$ cat src/verilog/lsw_defs.svh
/*
 offsets, field positions, reset values and write masks of the load/store watch block.
 assumes bit 0 of every field list is the word msb; positions below are vector indices.
*/
`ifndef LSW_DEFS_SVH
`define LSW_DEFS_SVH

`define LSW_OFS_CMP_CTL    6'h00
`define LSW_OFS_WATCH_CTL  6'h01
`define LSW_OFS_COUNT_A    6'h02
`define LSW_OFS_COUNT_B    6'h03
`define LSW_OFS_CAUSE      6'h04
`define LSW_OFS_COUNT_NOW  6'h05

`define LSW_CMP_CTL_WMASK  32'h03F00FFC
`define LSW_CMP_G_TYPE     25
`define LSW_CMP_H_TYPE     22
`define LSW_CMP_G_SIGN     11
`define LSW_CMP_H_SIGN     10
`define LSW_CMP_G_MASK     9
`define LSW_CMP_H_MASK     5

`define LSW_WATCH_BASE     31
`define LSW_WATCH_STRIDE   10
`define LSW_BRK_UNMASKED   11
`define LSW_PORT_TRAP0     3
`define LSW_SOFT_TRAP0     1
`define LSW_WATCH_WMASK    32'hFFFFF803
`define LSW_WATCH_RESET    32'h00000000

`define LSW_CNT_PRESET_MSB 31
`define LSW_CNT_SRC_MSB    1
`define LSW_CNT_WMASK      32'hFFFF0003

`define LSW_CAUSE_RST      30
`define LSW_CAUSE_CHECKSTOP 29
`define LSW_CAUSE_MCHECK   28
`define LSW_CAUSE_EXT      25
`define LSW_CAUSE_ALIGN    24
`define LSW_CAUSE_PROG     23
`define LSW_CAUSE_FPU      22
`define LSW_CAUSE_DEC      21
`define LSW_CAUSE_SYSCALL  18
`define LSW_CAUSE_RESET    32'h00000000

`endif

$ cat src/verilog/lsw_pkg.sv
/*
 types shared by the load/store watch block and its data comparator.
 assumes nothing of its surroundings.
*/
package lsw_pkg;
    typedef enum logic [1:0] {
        SRC_OFF  = 2'h0,
        SRC_INSN = 2'h1,
        SRC_LS   = 2'h2,
        SRC_RSVD = 2'h3
    } cnt_src_t;

    typedef enum logic [1:0] {
        PICK_FIRST  = 2'h0,
        PICK_SECOND = 2'h1,
        PICK_AND    = 2'h2,
        PICK_OR     = 2'h3
    } pick_t;

    typedef enum logic [2:0] {
        CMP_EQ = 3'h4,
        CMP_LT = 3'h5,
        CMP_GT = 3'h6,
        CMP_NE = 3'h7
    } cmp_type_t;
endpackage
$ cat src/verilog/data_cmp.sv
/*
 one load data comparator with signed/unsigned mode and per-byte mask.
 assumes data and reference are stable in the cycle they are compared.
*/
module data_cmp #(
    parameter int W = 32
) (
    input  wire logic [W-1:0]   data_in,      // load/store data
    input  wire logic [W-1:0]   ref_in,       // comparator value
    input  wire logic [2:0]     type_in,      // compare type, msb 0 inactive
    input  wire logic           unsigned_in,  // 1 unsigned, 0 signed
    input  wire logic [W/8-1:0] mask_in,      // lsb masks the last byte
    output logic                hit_out       // compare met
);
    logic [W-1:0] dm;
    logic [W-1:0] rm;
    logic         lt;
    logic         eq;

    genvar b;
    generate
        for (b = 0; b < W/8; b++) begin : g_lane
            // masked lanes take part as equal zeros
            assign dm[b*8 +: 8] = mask_in[b] ? 8'h00 : data_in[b*8 +: 8];
            assign rm[b*8 +: 8] = mask_in[b] ? 8'h00 : ref_in[b*8 +: 8];
        end
    endgenerate

    assign eq = (dm == rm);
    assign lt = unsigned_in ? (dm < rm) : ($signed(dm) < $signed(rm));

    always_comb begin
        case (type_in)
            lsw_pkg::CMP_EQ: hit_out = eq;
            lsw_pkg::CMP_LT: hit_out = lt;
            lsw_pkg::CMP_GT: hit_out = ~lt & ~eq;
            lsw_pkg::CMP_NE: hit_out = ~eq;
            default:         hit_out = 1'b0;
        endcase
    end
endmodule

$ cat src/verilog/lsw_debug.sv
/*
 load/store watchpoints, breakpoint counters and debug entry cause register,
 reached over an apb slave.
 assumes core event inputs are one-cycle pulses synchronous to clk_sys_in.
*/
`include "lsw_defs.svh"
module lsw_debug #(
    parameter int CNT_W = 16
) (
    input  wire logic        clk_sys_in,       // core clock
    input  wire logic        sys_rst_in,       // sync reset, high
    input  wire logic        psel_in,          // apb select
    input  wire logic        penable_in,       // apb enable
    input  wire logic        pwrite_in,        // apb direction
    input  wire logic [7:0]  paddr_in,         // apb byte address
    input  wire logic [31:0] pwdata_in,        // apb write data
    output logic [31:0]      prdata_out,       // apb read data
    output logic             pready_out,       // apb ready
    output logic             pslverr_out,      // apb error, unmapped
    input  wire logic        ls_valid_in,      // load/store access this cycle
    input  wire logic [31:0] ls_data_in,       // load/store data
    input  wire logic [31:0] cmp_g_value_in,   // comparator G value
    input  wire logic [31:0] cmp_h_value_in,   // comparator H value
    input  wire logic        cmp_e_hit_in,     // address comparator E
    input  wire logic        cmp_f_hit_in,     // address comparator F
    input  wire logic [3:0]  insn_watch_in,    // instruction watchpoints
    input  wire logic        recoverable_in,   // recoverable state bit
    input  wire logic        mcheck_enable_in, // machine check enable bit
    input  wire logic [1:0]  port_trap_in,     // trap enables from dev port
    input  wire logic        machine_check_in, // machine check request
    input  wire logic        ext_irq_in,       // external interrupt
    input  wire logic        misaligned_in,    // alignment interrupt
    input  wire logic        program_in,       // program interrupt
    input  wire logic        float_unavail_in, // fp unavailable interrupt
    input  wire logic        decrementer_in,   // decrementer interrupt
    input  wire logic        syscall_in,       // system call interrupt
    input  wire logic        debug_enable_in,  // debug mode enabled
    input  wire logic [31:0] cause_enable_in,  // per-cause entry enables
    output logic [1:0]       watch_hit_out,    // recognised watchpoint
    output logic [1:0]       soft_trap_out,    // software trap request
    output logic [1:0]       port_trap_out,    // dev port trap request
    output logic [1:0]       count_break_out,  // counter terminal break
    output logic             debug_entry_out,  // enter debug mode
    output logic             checkstop_out     // check stop state
);
    logic [31:0]      cmp_ctl_ff;
    logic [31:0]      watch_ctl_ff;
    logic [31:0]      cause_ff;
    logic [31:0]      prdata_ff;
    logic             pready_ff;
    logic             pslverr_ff;
    logic             rst_seen_ff;
    logic [1:0]       hit_ff;
    logic [1:0]       soft_ff;
    logic [1:0]       port_ff;
    logic             brk_ff [2];
    logic             entry_ff;
    logic             stop_ff;
    logic [1:0]       port_en_ff;
    logic [CNT_W-1:0] preset_ff [2];
    logic [1:0]       src_ff [2];
    logic [CNT_W-1:0] count_ff [2];

    logic [5:0]  idx;
    logic        mapped;
    logic        acc_start;
    logic        acc_done;
    logic        wr_done;
    logic        rd_done;
    logic        g_hit;
    logic        h_hit;
    logic        brk_ok;
    logic [1:0]  nxt_hit;
    logic [31:0] nxt_set;
    logic [31:0] rdata;
    logic [31:0] clr_mask;

    assign idx       = paddr_in[7:2];
    assign mapped    = (idx <= `LSW_OFS_COUNT_NOW);
    assign acc_start = psel_in & penable_in & ~pready_ff;
    assign acc_done  = psel_in & penable_in & pready_ff;
    assign wr_done   = acc_done & pwrite_in & mapped;
    assign rd_done   = acc_done & ~pwrite_in;

    data_cmp #(.W(32)) u_cmp_g (
        .data_in     (ls_data_in),
        .ref_in      (cmp_g_value_in),
        .type_in     (cmp_ctl_ff[`LSW_CMP_G_TYPE -: 3]),
        .unsigned_in (cmp_ctl_ff[`LSW_CMP_G_SIGN]),
        .mask_in     (cmp_ctl_ff[`LSW_CMP_G_MASK -: 4]),
        .hit_out     (g_hit)
    );

    data_cmp #(.W(32)) u_cmp_h (
        .data_in     (ls_data_in),
        .ref_in      (cmp_h_value_in),
        .type_in     (cmp_ctl_ff[`LSW_CMP_H_TYPE -: 3]),
        .unsigned_in (cmp_ctl_ff[`LSW_CMP_H_SIGN]),
        .mask_in     (cmp_ctl_ff[`LSW_CMP_H_MASK -: 4]),
        .hit_out     (h_hit)
    );

    // apb: one wait state, answer captured at the first access edge
    always_ff @(posedge clk_sys_in) begin
        if (sys_rst_in) begin
            pready_ff  <= 1'b0;
            pslverr_ff <= 1'b0;
            prdata_ff  <= 32'h00000000;
        end else begin
            pready_ff  <= acc_start;
            pslverr_ff <= acc_start & ~mapped;
            if (acc_start) begin
                prdata_ff <= pwrite_in ? 32'h00000000 : rdata;
            end
        end
    end

    always_comb begin
        case (idx)
            `LSW_OFS_CMP_CTL:   rdata = cmp_ctl_ff;
            `LSW_OFS_WATCH_CTL: rdata = watch_ctl_ff;
            `LSW_OFS_COUNT_A:   rdata = {preset_ff[0], 14'h0000, src_ff[0]};
            `LSW_OFS_COUNT_B:   rdata = {preset_ff[1], 14'h0000, src_ff[1]};
            `LSW_OFS_CAUSE:     rdata = cause_ff;
            `LSW_OFS_COUNT_NOW: rdata = {count_ff[1], count_ff[0]};
            default:            rdata = 32'h00000000;
        endcase
    end

    always_ff @(posedge clk_sys_in) begin
        if (sys_rst_in) begin
            cmp_ctl_ff <= 32'h00000000;
        end else if (wr_done && idx == `LSW_OFS_CMP_CTL) begin
            cmp_ctl_ff <= pwdata_in & `LSW_CMP_CTL_WMASK;
        end
    end

    // port trap enables belong to the development port, never to software
    always_ff @(posedge clk_sys_in) begin
        if (sys_rst_in) begin
            port_en_ff <= 2'h0;
        end else begin
            port_en_ff <= port_trap_in;
        end
    end

    always_ff @(posedge clk_sys_in) begin
        if (sys_rst_in) begin
            watch_ctl_ff <= `LSW_WATCH_RESET;
        end else begin
            if (wr_done && idx == `LSW_OFS_WATCH_CTL) begin
                // reserved bits are dropped whatever software sends
                watch_ctl_ff <= pwdata_in & `LSW_WATCH_WMASK;
            end
            watch_ctl_ff[`LSW_PORT_TRAP0]   <= port_en_ff[0];
            watch_ctl_ff[`LSW_PORT_TRAP0-1] <= port_en_ff[1];
        end
    end

    assign brk_ok = watch_ctl_ff[`LSW_BRK_UNMASKED] | recoverable_in;

    genvar w;
    generate
        for (w = 0; w < 2; w++) begin : g_watch
            localparam int B = `LSW_WATCH_BASE - w * `LSW_WATCH_STRIDE;
            logic [1:0] ia;
            logic [1:0] la;
            logic [1:0] ld;
            logic       ev_i;
            logic       ev_a;
            logic       ev_d;
            assign ia = watch_ctl_ff[B-1 -: 2];
            assign la = watch_ctl_ff[B-4 -: 2];
            assign ld = watch_ctl_ff[B-7 -: 2];
            assign ev_i = insn_watch_in[ia];
            always_comb begin
                case (la)
                    lsw_pkg::PICK_FIRST:  ev_a = cmp_e_hit_in;
                    lsw_pkg::PICK_SECOND: ev_a = cmp_f_hit_in;
                    lsw_pkg::PICK_AND:    ev_a = cmp_e_hit_in & cmp_f_hit_in;
                    default:              ev_a = cmp_e_hit_in | cmp_f_hit_in;
                endcase
                case (ld)
                    lsw_pkg::PICK_FIRST:  ev_d = g_hit;
                    lsw_pkg::PICK_SECOND: ev_d = h_hit;
                    lsw_pkg::PICK_AND:    ev_d = g_hit & h_hit;
                    default:              ev_d = g_hit | h_hit;
                endcase
            end
            assign nxt_hit[w] = watch_ctl_ff[B] & ls_valid_in & brk_ok
                              & (~watch_ctl_ff[B-3] | ev_i)
                              & (~watch_ctl_ff[B-6] | ev_a)
                              & (~watch_ctl_ff[B-9] | ev_d);
        end
    endgenerate

    always_ff @(posedge clk_sys_in) begin
        if (sys_rst_in) begin
            hit_ff  <= 2'h0;
            soft_ff <= 2'h0;
            port_ff <= 2'h0;
        end else begin
            hit_ff     <= nxt_hit;
            soft_ff[0] <= nxt_hit[0] & watch_ctl_ff[`LSW_SOFT_TRAP0];
            soft_ff[1] <= nxt_hit[1] & watch_ctl_ff[`LSW_SOFT_TRAP0-1];
            port_ff[0] <= nxt_hit[0] & watch_ctl_ff[`LSW_PORT_TRAP0];
            port_ff[1] <= nxt_hit[1] & watch_ctl_ff[`LSW_PORT_TRAP0-1];
        end
    end

    genvar c;
    generate
        for (c = 0; c < 2; c++) begin : g_cnt
            logic ev;
            logic wr;
            assign wr = wr_done && idx == (`LSW_OFS_COUNT_A + 6'(c));
            always_comb begin
                case (src_ff[c])
                    lsw_pkg::SRC_INSN: ev = insn_watch_in[c];
                    lsw_pkg::SRC_LS:   ev = nxt_hit[c];
                    default:           ev = 1'b0;
                endcase
            end
            // preset has no reset value; only the control half is cleared
            always_ff @(posedge clk_sys_in) begin
                if (wr) begin
                    preset_ff[c] <= pwdata_in[`LSW_CNT_PRESET_MSB -: CNT_W];
                end
            end
            always_ff @(posedge clk_sys_in) begin
                if (sys_rst_in) begin
                    src_ff[c] <= 2'h0;
                end else if (wr) begin
                    src_ff[c] <= pwdata_in[`LSW_CNT_SRC_MSB -: 2];
                end
            end
            always_ff @(posedge clk_sys_in) begin
                if (sys_rst_in) begin
                    count_ff[c] <= '0;
                    brk_ff[c]   <= 1'b0;
                end else if (wr) begin
                    count_ff[c] <= pwdata_in[`LSW_CNT_PRESET_MSB -: CNT_W];
                    brk_ff[c]   <= 1'b0;
                end else begin
                    brk_ff[c] <= ev && count_ff[c] == CNT_W'(1);
                    if (ev && count_ff[c] == CNT_W'(1)) begin
                        count_ff[c] <= preset_ff[c];
                    end else if (ev && count_ff[c] != '0) begin
                        count_ff[c] <= count_ff[c] - CNT_W'(1);
                    end
                end
            end
        end
    endgenerate

    always_comb begin
        nxt_set = 32'h00000000;
        nxt_set[`LSW_CAUSE_RST]       = rst_seen_ff;
        nxt_set[`LSW_CAUSE_CHECKSTOP] = machine_check_in & ~mcheck_enable_in;
        nxt_set[`LSW_CAUSE_MCHECK]    = machine_check_in & mcheck_enable_in;
        nxt_set[`LSW_CAUSE_EXT]       = ext_irq_in;
        nxt_set[`LSW_CAUSE_ALIGN]     = misaligned_in;
        nxt_set[`LSW_CAUSE_PROG]      = program_in;
        nxt_set[`LSW_CAUSE_FPU]       = float_unavail_in;
        nxt_set[`LSW_CAUSE_DEC]       = decrementer_in;
        nxt_set[`LSW_CAUSE_SYSCALL]   = syscall_in;
    end

    // only bits already returned to the reader are cleared
    assign clr_mask = (rd_done && idx == `LSW_OFS_CAUSE) ? prdata_ff : 32'h00000000;

    always_ff @(posedge clk_sys_in) begin
        if (sys_rst_in) begin
            rst_seen_ff <= 1'b1;
            cause_ff    <= `LSW_CAUSE_RESET;
        end else begin
            rst_seen_ff <= 1'b0;
            cause_ff    <= (cause_ff & ~clr_mask) | nxt_set;
        end
    end

    always_ff @(posedge clk_sys_in) begin
        if (sys_rst_in) begin
            entry_ff <= 1'b0;
            stop_ff  <= 1'b0;
        end else begin
            entry_ff <= debug_enable_in & |(nxt_set & cause_enable_in);
            if (nxt_set[`LSW_CAUSE_CHECKSTOP] &&
                !(debug_enable_in && cause_enable_in[`LSW_CAUSE_CHECKSTOP])) begin
                stop_ff <= 1'b1;
            end
        end
    end

    assign prdata_out      = prdata_ff;
    assign pready_out      = pready_ff;
    assign pslverr_out     = pslverr_ff;
    assign watch_hit_out   = hit_ff;
    assign soft_trap_out   = soft_ff;
    assign port_trap_out   = port_ff;
    assign count_break_out = {brk_ff[1], brk_ff[0]};
    assign debug_entry_out = entry_ff;
    assign checkstop_out   = stop_ff;
endmodule

$ cat config.mk
export PLATFORM = sky130hd
export DESIGN_NAME = lsw_debug
export DESIGN_NICKNAME = d
export VERILOG_FILES = /design/src/verilog/lsw_pkg.sv /design/src/verilog/data_cmp.sv /design/src/verilog/lsw_debug.sv
export VERILOG_INCLUDE_DIRS = /design/src /design/src/verilog
export SDC_FILE = /design/constraint.sdc
export NUM_CORES = 1
export LEC_CHECK = 0
export BUFFER_PORTS_ARGS = -buffer_cell sky130_fd_sc_hd__buf_4
export CORE_MARGIN = 4
export CORE_UTILIZATION = 43
export DETAILED_ROUTE_END_ITERATION = 10
export PLACE_DENSITY_LB_ADDON = 0.2
export SYNTH_ARGS = -nofsm -noshare
export SYNTH_HDL_FRONTEND = slang
export SYNTH_SLANG_ARGS = --single-unit
export TNS_END_PERCENT = 50
$ cat constraint.sdc
create_clock -name clk_sys_in -period 3.85 [get_ports clk_sys_in]
set_clock_uncertainty 0.15 [all_clocks]
set_input_delay 0.1925 -clock clk_sys_in [delete_from_list [all_inputs] [get_ports clk_sys_in]]
set_output_delay 0.1925 -clock clk_sys_in [all_outputs]
set_load 0.1 [all_outputs]
# [After elaboration in Yosys (flattened, before gate mapping)]
# Memory sizes are Yosys's and may differ from the RTL's.
# Index checks and enable logic that the tools add are counted.
[word_totals] reg_bits=118 ramBits=70 in_bits=192 out_inout_bits=44 mem_count=4
[memory_table] name="count_ff" words=2 width=16 read_ports=2 rd_clocked_by_memory_dff=0 wr=2 line_no="lsw_debug.sv:62" rtl="logic [CNT_W-1:0] count_ff [2];"
[memory_table] name="preset_ff" words=2 width=16 read_ports=2 rd_clocked_by_memory_dff=0 wr=1 line_no="lsw_debug.sv:60" rtl="logic [CNT_W-1:0] preset_ff [2];"
[memory_table] name="src_ff" words=2 width=2 read_ports=2 rd_clocked_by_memory_dff=0 wr=2 line_no="lsw_debug.sv:61" rtl="logic [1:0] src_ff [2];"
[memory_table] name="brk_ff" words=2 width=1 read_ports=2 rd_clocked_by_memory_dff=0 wr=2 line_no="lsw_debug.sv:56" rtl="logic brk_ff [2];"
[op_classes] add_sub_neg=2 order_cmp=7 eq_ne=29 muxes=82 bitwise_logic=67 reduce_logical=21
[op_table] op="$pmux W32 S6" count=1
[op_table] op="$lt A32 B32 Y1" count=4
[op_table] op="$mux W8" count=16
[op_table] op="$mux W16" count=7
[op_table] op="$eq A32 B32 Y1" count=2
[op_table] op="$mux W32" count=2
[op_table] op="$mux W1" count=44
[op_table] op="$and A31 B32 Y32" count=1
[op_table] op="$and A32 B32 Y32" count=1
[op_table] op="$eq A16 B1 Y1 const B" count=2
[op_table] op="$not A32 Y32" count=1
[op_table] op="$or A32 B31 Y32" count=1
[op_table] op="$reduce_bool A16 Y1" count=2
[op_table] op="$reduce_or A32 Y1" count=1
[op_table] op="$sub A16 B1 Y16 const B" count=2
[op_table] op="$and A1 B1 Y1" count=28
[op_table] op="$eq A3 B3 Y1 const B" count=8
[op_table] op="$or A1 B1 Y1" count=21
[op_table] op="$reduce_or A16 Y1" count=1
[op_table] op="$not A1 Y1" count=14
[op_table] op="$eq A2 B1 Y1 const B" count=6
[op_table] op="$eq A2 B2 Y1 const B" count=6
[op_table] op="$eq A6 B2 Y1 const B" count=2
[op_table] op="$eq A6 B3 Y1 const B" count=2
[op_table] op="12 further kinds" count=33

# [Depth between registers and ports, before layout]
# Gate-level depths: netlist of the first run.
[logic_depth] ltp_word=18 depth_mapped=15 ltp_nobuf=12

# [Modules after synthesis]
# Synthesis of the first run repeated with hierarchy kept, for this count alone.
[unflattened] cells_unflattened=1251 hier_area_um2=11335.9
[modules_own_cells] mod="lsw_debug" instances=1 cells_each=931 area_each_um2=8933.6
[modules_own_cells] mod="data_cmp" instances=2 cells_each=160 area_each_um2=1201.2

# [Worst setup path after synthesis of the first run]
# OpenSTA, ideal clock, no wires.
[synth_timing] path_type="register -> register" startpoint="reg cmp_ctl_ff[5]" endpoint="mem count_ff[1][0], enable pin" setup_time_ns=0.372 t_arrival_ns=3.502 setup_slack_ns=-0.174 path_stages_with_launch=15 n_path_buf=2 period_less_slack_ns=4.024 cell_sequence="dfxtp_1 clkbuf_1 nor2b_1 ha_1 nand3_1 nor4_4 and2_1 nand3_2 mux2_4 nor4b_4 o22ai_1 o21ai_2 clkbuf_1 a21oi_1 nand2_1"
[synth_rtl] element="start, declared" line_no="lsw_debug.sv:46" rtl="logic [31:0] cmp_ctl_ff;"
[synth_rtl] element="start signal, assigned" line_no="lsw_debug.sv:134" rtl="cmp_ctl_ff <= pwdata_in & `LSW_CMP_CTL_WMASK;"
[synth_rtl] element="end, declared" line_no="lsw_debug.sv:62"

==> results of run 1 <==
[cell usage after synthesis (4+ instances only)]
cell,number
a21o_1,20
a21oi_1,150
a22o_1,4
a22oi_1,66
a31oi_1,30
and2_1,13
and3_1,5
clkbuf_1,61
dfxtp_1,118
edfxtp_1,70
ha_1,72
inv_1,16
mux2_2,11
mux2i_1,13
mux4_2,5
nand2_1,153
nand2b_1,91
nand3_1,22
nand4_1,12
nor2_1,77
nor2b_1,77
nor3_1,17
nor4_1,11
o21ai_0,27
o31a_1,17
or4_1,5
xnor2_1,22
xor2_1,8
[worst paths after layout]
kind         slack, ps  cells after the start        endpoint           from
min reg2reg        290                      2     cause_ff[3]    cause_ff[3]
max reg2reg         30                     16  count_ff[0][0]  cmp_ctl_ff[3]
min                 30                      3     pslverr_out    paddr_in[4]
max                 30                     16  count_ff[0][0]  cmp_ctl_ff[3]
[power breakdown]
group / switching [mW] / internal (mW)
Combinational: 0.329 / 0.332
Clock: 0.792 / 0.896
Sequential: 0.0300 / 2.08
[sequential cells by signal, summed over array words and instances, names as in the netlist]
signal           flops
pslverr_out          1
brk_ff               2
watch_ctl_ff        25
cause_ff            32
rst_seen_ff          1
port_en_ff           2
count_ff            32
prdata_out          32
watch_hit_out        2
preset_ff           32
cmp_ctl_ff          16
debug_entry_out      1
soft_trap_out        2
pready_out           1
checkstop_out        1
port_trap_out        2
src_ff               4
[cell families after synthesis]
kind of cell | count (synthesis)
flip-flops | 188
multiplexers | 30
AO/OA/AOI/OAI | 341
XOR/XNOR | 30
other | 1
buffers and inverters | 87
adder cells (fa/ha/maj) | 72
AND/OR/NAND/NOR | 508
[layout make-up]
cell class	count	area [sq um]	share of cell area, %
clock buffer	22	475	3.19
multi-input combinational	983	6660	44.7
timing repair buffer	335	2740	18.4
inverter	16	60.1	0.403
tap	330	413	2.77
sequential	188	4480	30.1
clock inverter	10	81.3	0.546
[layer usage]
layer / up-vias / routed length, microns / GRT usage [%]
li1: 5114 / - / -
met1: 4980 / 15600 / 32.1
met2: 308 / 17100 / 39.8
met3: 33 / 2140 / 3.69
met4: 0 / 548 / 5.60
met5: - / 0 / 0
[worst min-delay path: stages]
cell,delay (ps)
buf_4,100
a21oi_1,110
nor3_1,160
[timing repair]
| item | in CTS | in global routing |
|---|---|---|
| buffers inserted | 1 | 12 |
| cloned | 0 | 2 |
| pin swaps | 4 | 33 |
| endpoints found under the setup margin | 66 | 65 |
| resized for setup | 12 | 50 |
| endpoints found under the hold margin | 91 | 0 |
| hold buffers | 47 | 0 |
[through the flow]
stage          area, sq um  TNS, ps
5_1_grt              14900    -2070
4_1_cts              14500        0
6_report             14900        0
2_1_floorplan        11200        0
3_5_place_dp         13400   -12170
3_3_place_gp         13400   -12580
==> key figures, run 1 <==
Critical path
  – CP arrival: 3820 ps
  – Crit-path cells: buf_8 -> nor2b_1 -> ha_4 -> buf_4 -> nand2_1 -> o21ai_1 -> nor4_1 -> buf_4 -> nand4b_1 -> nor4b_4 -> nor4b_4 -> a211oi_4 -> o31a_4 -> nor2_4 -> a21o_4 -> clkbuf_16
  – Worst-path fanout max: 8
  – Worst path required time: 3850 ps
  – CP Class: register to register
  – Startpoint types: register
  – Slowest stage delay, CP: 420 ps
  – Top delay family on crit path: simple AND/OR/NAND/NOR gates
  – Worst path bufs/invs: 4
  – Setup crit end kind: register
  – CP max stage cell: nor4b_4

Clock tree
  – H-tree depth: 4
  – CTS tree: yes
  – CTS root buffer: clkbuf_16
  – Inserted Clock Buffers: 17
  – Longest Clk Path Bufs: 2
  – Clock sink total: 188
  – Clk Latency, worst-skew pair: 440 ps
  – Worst-path clk slew: 70 ps

Power and ir drop
  – Max VDD drop: 348 uV
  – Tot Pwr: 4.46 mW
  – P_leak: 5.92 nW
  – Power per cell area: 299 nW/um^2

Layout
  – Most common cell after layout, fill and taps aside: buf_4
  – Final net count: around 1,800
  – Most frequent cells in the layout: 278 x buf_4, 152 x nand2_1, 149 x a21oi_1, 110 x dfxtp_1, 83 x nand2b_1
  – Final core occ: 58.9%
  – Area growth from synthesis to layout: 33.7%
  – Antenna diodes: 0
  – Cell Count, Final, Fillers Out: 1,884
  – Fill count: 2,254
  – Share of cells above drive strength 1: 25.0%

STA
  – Setup ws final: 29.9 ps
  – Final setup vio count: 0
  – Worst hold slack: 26.2 ps
  – Time the worst path needs with I/O delays and setup: 3820 ps
  – Max-slew violation count: 0
  – RSZ-0062 raised after global routing: true
  – Period utilisation layout: 99.2%
  – F_max: 0.262 GHz
  – Rel. slew slack: 34.0%
  – Final Hold Viols: 0
  – Slew @ Worst Pin: 987 ps

Routing
  – Via density per instance: 5.54
  – Residual DRC: 0
  – Final Routed Wirelength: 35.4 mm
  – Via count: 10,400
  – Wire length per cell: 18.8 microns
  – DR pass1 iterations: 5
  – Routed Antenna Nets: 0
  – Initial DRC Count: 920

Place
  – Dpl ws: -280 ps
  – RePlAce Congestion: between 0.8 and 0.9
  – Cells after DPL: approximately 1,800
  – Post-DP HPWL: 26.4 mm
  – Port bufs: 210

Die
  – I/O pins: between 200 and 250
  – Rows: 58
  – Initial core utilization: around 44%
  – Die H: 169 microns
  – Die width: between 150 and 200 microns
  – Die area: 28,600 sq um
  – Core Area: roughly 25,000 sq um

Synth
  – Synth Warn #: 0
  – Largest family of logic cells by synthesized area: simple AND/OR/NAND/NOR gates
  – Synth Area in Compound Gates: 19.2%
  – Top-area cell type share of the netlist area: 21.2%
  – Post-Synth XOR/XNOR Area: under 10%
  – Mapped cell area: 11,200 sq um
  – Synth cell types: 71
  – Register bit total from synthesis: 188
  – Post-synth ARST share: 0%
  – Top cells by area, synth: dfxtp_1 21%, edfxtp_1 19%, ha_1 8.1%
  – Mapped Cells: 1,257
  – Mean post-synth cell area: 8.87 sq um
  – Post-synth top area cell: dfxtp_1
  – Ys flop type: dfxtp_1
  – Seq/Total Area, Yosys: 40.0%
  – Post-Synth Adder-Cell Area: under 10%
  – Simple-Gate Fraction of Synth Area: 23.7%
  – Post-synth EDFFs: 70
  – Post-synthesis mux area share: ~3.4%

Global route
  – Grt ovf: 0
  – Initial antenna violation count: 0
  – GRT Total Usage: 23.7%
  – First-pass GRT wire length: 54.2 mm
  – Vias in the first global route: 9,953
  – Pin count of the biggest net entering global routing: 65

Flow run
  – Max_cap viols: 0

Outcome
  – Outcome: complete, no violations

Worst hold path
  – Hold Crit Class: primary input to register
(Power assumes the default switching activity.)
==> inputs of run 2 (changes only) <==
Settings changed: RECOVER_POWER set to 25.
==> key figures, run 2 (synthesized netlist as in run 1, its figures left out) <==
Outcome
  – Outcome: finished, violations left
  – Failing checks: max-capacitance violations, max-slew violations

STA
  – F_max: between 0.2 and 0.3 GHz
  – Worst hold slack: 27.0 ps
  – Rel. slew slack: -48.6%
  – Final setup vio count: 0
  – Setup ws final: 35.5 ps
  – Period utilisation layout: 99.1%
  – RSZ-0062 raised after global routing: true
  – Max-slew violation count: 55
  – Time the worst path needs with I/O delays and setup: 3810 ps
  – Slew @ Worst Pin: 2230 ps
  – Setup TNS Final: 0 ps
  – Final Hold Viols: 0

Clock tree
  – Longest Clk Path Bufs: 2
  – CTS root buffer: clkbuf_16
  – Clock sink total: 188
  – Worst-path clk slew: 70 ps
  – Clk Latency, worst-skew pair: 440 ps
  – Inserted Clock Buffers: 17
  – H-tree depth: 4
  – CTS tree: yes

Flow run
  – Max_cap viols: 1

Die
  – Core Area: 25,300 sq um
  – Rows: 58
  – Die area: 28,600 sq um
  – I/O pins: 236
  – Initial core utilization: 44.0%
  – Die H: 169 microns
  – Die width: 169 microns

Routing
  – Initial DRC Count: between 800 and 900
  – Via density per instance: 5.54
  – Residual DRC: 0
  – DR pass1 iterations: 6
  – Via count: 10,400
  – Routed Antenna Nets: 0
  – Wire length per cell: about 19 microns
  – Final Routed Wirelength: between 30 and 40 mm

Place
  – Cells after DPL: 1,791
  – Port bufs: 210
  – Dpl ws: -280 ps
  – Post-DP HPWL: 26.4 mm
  – Post-DP Area: roughly 13,000 sq um
  – RePlAce Congestion: 0.878

Global route
  – Grt ovf: 0
  – Pin count of the biggest net entering global routing: 65
  – Met1 usage in global routing: 32.1%
  – Met3 usage: under 10%
  – Initial antenna violation count: 0
  – Vias in the first global route: approximately 10,000
  – GRT Total Usage: roughly a quarter
  – Most used routing layer in global routing: met2
  – M2 GR Usage: roughly 40%
  – First-pass GRT wire length: 54.2 mm

Layout
  – Share of cells above drive strength 1: 22.2%
  – Final core occ: 58.2%
  – Fill count: 2,300
  – Area growth from synthesis to layout: 32.2%
  – Most common cell after layout, fill and taps aside: buf_4
  – Post-route cell area: 14,700 sq um
  – Antenna diodes: 0
  – Register Area: 4480 sq um
  – Final net count: around 1,800
  – Most frequent cells in the layout: 234 x buf_4, 152 x nand2_1, 149 x a21oi_1, 110 x dfxtp_1, 83 x nand2b_1
  – Area of the multi-input gates: ~6700 sq um
  – Cell Count, Final, Fillers Out: 1,884

Critical path
  – CP max stage cell: nor4b_4
  – CP arrival: approximately 3800 ps
  – Top delay family on crit path: simple AND/OR/NAND/NOR gates
  – Crit-path cells: buf_8 -> nor2b_1 -> ha_4 -> buf_4 -> nand2_1 -> o21ai_1 -> nor4_1 -> buf_4 -> nand4b_1 -> nor4b_4 -> nor4b_4 -> a211oi_4 -> o31a_4 -> nor2_4 -> a21o_4 -> clkbuf_16
  – Worst-path fanout max: 8
  – Worst path required time: 3850 ps
  – CP Class: register to register
  – Startpoint types: register
  – Setup crit end kind: register
  – Slowest stage delay, CP: 420 ps
  – Worst path bufs/invs: 4

Worst hold path
  – Hold Crit Class: primary input to register

Power and ir drop
  – Power per cell area: 302 nW/um^2
  – Tot Pwr: 4.45 mW
  – Max VDD drop: 347 uV
  – P_leak: approximately 5.7 nW
## run 2: cell types whose count changed in the layout (fill, tap and decap cells not counted)
cell / before / now
buf_4: 278 / 234
clkbuf_1: 3 / 47
## run 2: path summary, 6_finish.rpt
kind | startpoint | slack [ps] | to | cells past startpoint
max reg2reg | cmp_ctl_ff[3] | 40 | count_ff[0][1] | 16
max | cmp_ctl_ff[3] | 40 | count_ff[0][1] | 16
min reg2reg | port_en_ff[0] | 290 | watch_ctl_ff[3] | 1
min | paddr_in[4] | 30 | pslverr_out | 3
## run 2: layout make-up
class / count / area share [%]
clock buffers: 22 / 3.22
clock inverters: 10 / 0.552
inverters: 16 / 0.407
multi-input cells: 983 / 45.2
flip-flops and latches: 188 / 30.4
well taps: 330 / 2.80
repair buffers: 335 / 17.4
## run 2: worst reg2reg max path: stages, from the launching register on
cell and delay (ps):
dfxtp_4 360, buf_8 140, nor2b_1 190, ha_4 230, buf_4 130, nand2_1 60
o21ai_1 70, nor4_1 350, buf_4 180, nand4b_1 90, nor4b_4 160, nor4b_4 420
a211oi_4 120, o31a_4 420, nor2_4 140, a21o_4 160, clkbuf_16 160
## run 2: timing repair
item                       4_1_cts  5_1_grt
setup endpoints to repair       66       65
setup buffers                    1       12
gates cloned                     0        2
hold endpoints to repair        91        0
resized for setup               12       50
pin swaps                        4       33
hold buffers                    47        0
## run 2: per-layer routing
| metal | part of all wire (%) | up-vias | wire [microns] |
|---|---|---|---|
| li1 | - | 5109 | - |
| met1 | 44 | 4936 | 15500 |
| met2 | 48 | 348 | 17100 |
| met3 | 6.6 | 37 | 2330 |
| met4 | 1.7 | 0 | 608 |
| met5 | 0 | - | 0 |
## run 2: where the power goes
group	total (mW)	switching, mW	internal [mW]
registers	2.11	0.0299	2.09
logic	0.650	0.329	0.322
clock network	1.69	0.793	0.896
==> inputs of run 3 (changes only) <==
Settings changed: BUFFER_PORTS_ARGS -buffer_cell sky130_fd_sc_hd__buf_4 to unset, CORE_UTILIZATION 43 to 58, DONT_BUFFER_PORTS set to 1.
==> key figures, run 3 (synthesized netlist as in run 1, its figures left out) <==
Layout
  – Most frequent cells in the layout: 152 x nand2_1, 148 x a21oi_1, 112 x dfxtp_1, 88 x nand2b_1, 77 x nor2_1
  – Share of cells above drive strength 1: 11.5%
  – Most common cell after layout, fill and taps aside: nand2_1
  – Fill count: 1,442
  – Final net count: 1,592
  – Area growth from synthesis to layout: 17.8%
  – Cell Count, Final, Fillers Out: 1,604

STA
  – Period utilisation layout: just under 100%
  – Worst hold slack: roughly 32 ps
  – Time the worst path needs with I/O delays and setup: 3800 ps
  – RSZ-0062 raised after global routing: true
  – F_max: 0.263 GHz
  – Max-slew violation count: 0
  – Rel. slew slack: 20.8%
  – Slew @ Worst Pin: approximately 1200 ps
  – Final Hold Viols: 0
  – Final setup vio count: 0

Die
  – Initial core utilization: 59.2%
  – Rows: 50
  – I/O pins: 236
  – Die area: roughly 22,000 sq um
  – Die width: 147 microns
  – Core Area: 18,800 sq um
  – Die H: 147 microns

Worst hold path
  – Hold Crit Class: primary input to register
  – Sink of the worst hold path: prdata_out[13]
  – Min-Delay Path Depth: 4
  – Min-delay src: paddr_in[4]

Global route
  – Grt ovf: 0
  – Initial antenna violation count: 5
  – First-pass GRT wire length: 51.4 mm
  – GRT Total Usage: 29.9%
  – Vias in the first global route: 9,404
  – Pin count of the biggest net entering global routing: 117

Critical path
  – Worst reg2reg endpoint: count_ff[0][1]
  – Crit-path cells: buf_6 -> nand2b_4 -> ha_4 -> nand4_1 -> buf_4 -> nor3_4 -> nor4_2 -> buf_4 -> nand4b_1 -> nor4b_4 -> nor4b_4 -> a211oi_2 -> o31a_2 -> nor2_4 -> a21o_4 -> clkbuf_16
  – CP arrival: 3810 ps
  – Worst-path fanout max: 8
  – R2R Path Start: cmp_ctl_ff[3]
  – Setup crit end kind: register
  – Slowest stage delay, CP: between 400 and 500 ps
  – R2R Setup Slk: slightly above 50 ps
  – CP Class: register to register
  – CP max stage cell: o31a_2
  – R2R depth: 16
  – Worst path required time: 3860 ps
  – Startpoint types: register

Place
  – Port bufs: 0
  – RePlAce Congestion: 0.907
  – Cells after DPL: between 1,500 and 2,000
  – Post-DP HPWL: 23.8 mm

Power and ir drop
  – Power per cell area: 328 nW/um^2
  – P_leak: 4.82 nW
  – Max VDD drop: 294 uV

Flow run
  – Max_cap viols: 0

Routing
  – Residual DRC: 0
  – DR pass1 iterations: 6
  – Via count: about 9,900
  – Wire length per cell: 21.1 microns
  – Routed Antenna Nets: 0
  – Via density per instance: 6.18
  – Initial DRC Count: 904
  – Final Routed Wirelength: 33.8 mm

Clock tree
  – Clk Latency, worst-skew pair: 450 ps
  – Inserted Clock Buffers: 17
  – Worst-path clk slew: 70 ps
  – CTS tree: yes
  – Clock sink total: approximately 190
  – CTS root buffer: clkbuf_16
  – Longest Clk Path Bufs: 2
  – H-tree depth: 4

Outcome
  – Outcome: complete, no violations
-- run 3: per-stage QoR --
step	TNS [ps]	utilization, %	power [mW]	instance area, sq um	setup slack (ps)
4_1_cts	-12.3	68.2	4.28	12800	-12.3
2_1_floorplan	0	-	2.47	11200	70.6
5_1_grt	-4150	69.8	4.46	13100	-140
3_5_place_dp	-7410	61.9	2.53	11700	-236
3_3_place_gp	-5710	61.9	2.52	11700	-196
6_report	0	69.8	4.31	13100	50.3
-- run 3: power breakdown --
| group | internal (mW) | switching, mW | leakage (nW) |
|---|---|---|---|
| Clock | 0.890 | 0.797 | 0.279 |
| Sequential | 2.09 | 0.0516 | 1.64 |
| Combinational | 0.223 | 0.258 | 2.90 |
| Total | 3.20 | 1.11 | 4.82 |
-- run 3: how the worst max path moves through the flow --
| stage | from | endpoint |
|---|---|---|
| final | cmp_ctl_ff[3] | count_ff[0][1] |
| after global routing | cmp_ctl_ff[3] | count_ff[0][1] |
| after CTS | cmp_ctl_ff[3] | count_ff[0][11] |
| after detailed placement | cmp_ctl_ff[3] | brk_ff[0] |
| after global placement | cmp_ctl_ff[3] | brk_ff[0] |
| after floorplan | cmp_ctl_ff[5] | count_ff[1][0] |
-- run 3: routing by layer --
metal	vias up	global-route usage [%]	wire length (microns)
met5	-	0	42
met4	6	9.22	833
met3	64	7.85	2930
met2	484	49.8	16400
met1	4662	38.3	13600
li1	4690	-	-
-- run 3: repair_timing --
| action | 4_1_cts | 5_1_grt |
|---|---|---|
| endpoints found under the hold margin | 188 | 0 |
| buffers inserted | 0 | 8 |
| hold buffers | 58 | 0 |
| pin swaps | 3 | 20 |
| gates resized for setup | 11 | 40 |
| cloned | 0 | 2 |
| endpoints found under the setup margin | 66 | 60 |
-- run 3: worst max-delay path: cells and delay by family (launching register included) --
| family | cells | cell delay (ps) |
|---|---|---|
| adder cells (fa/ha/maj) | 1 | 240 |
| AND/OR/NAND/NOR | 8 | 1420 |
| AO/OA/AOI/OAI | 3 | 720 |
| buffers and inverters | 4 | 610 |
| flip-flops | 1 | 360 |
-- run 3: final cells by class --
cell class,instances,area [sq um],share of cell area (%)
clock inverters,10,77.6,0.590
well taps,260,325,2.48
flip-flops and latches,188,4480,34.1
multi-input cells,983,6560,49.9
clock buffers,22,474,3.61
diodes,3,7.51,0.0571
repair buffers,122,1160,8.81
inverters,16,60.1,0.457
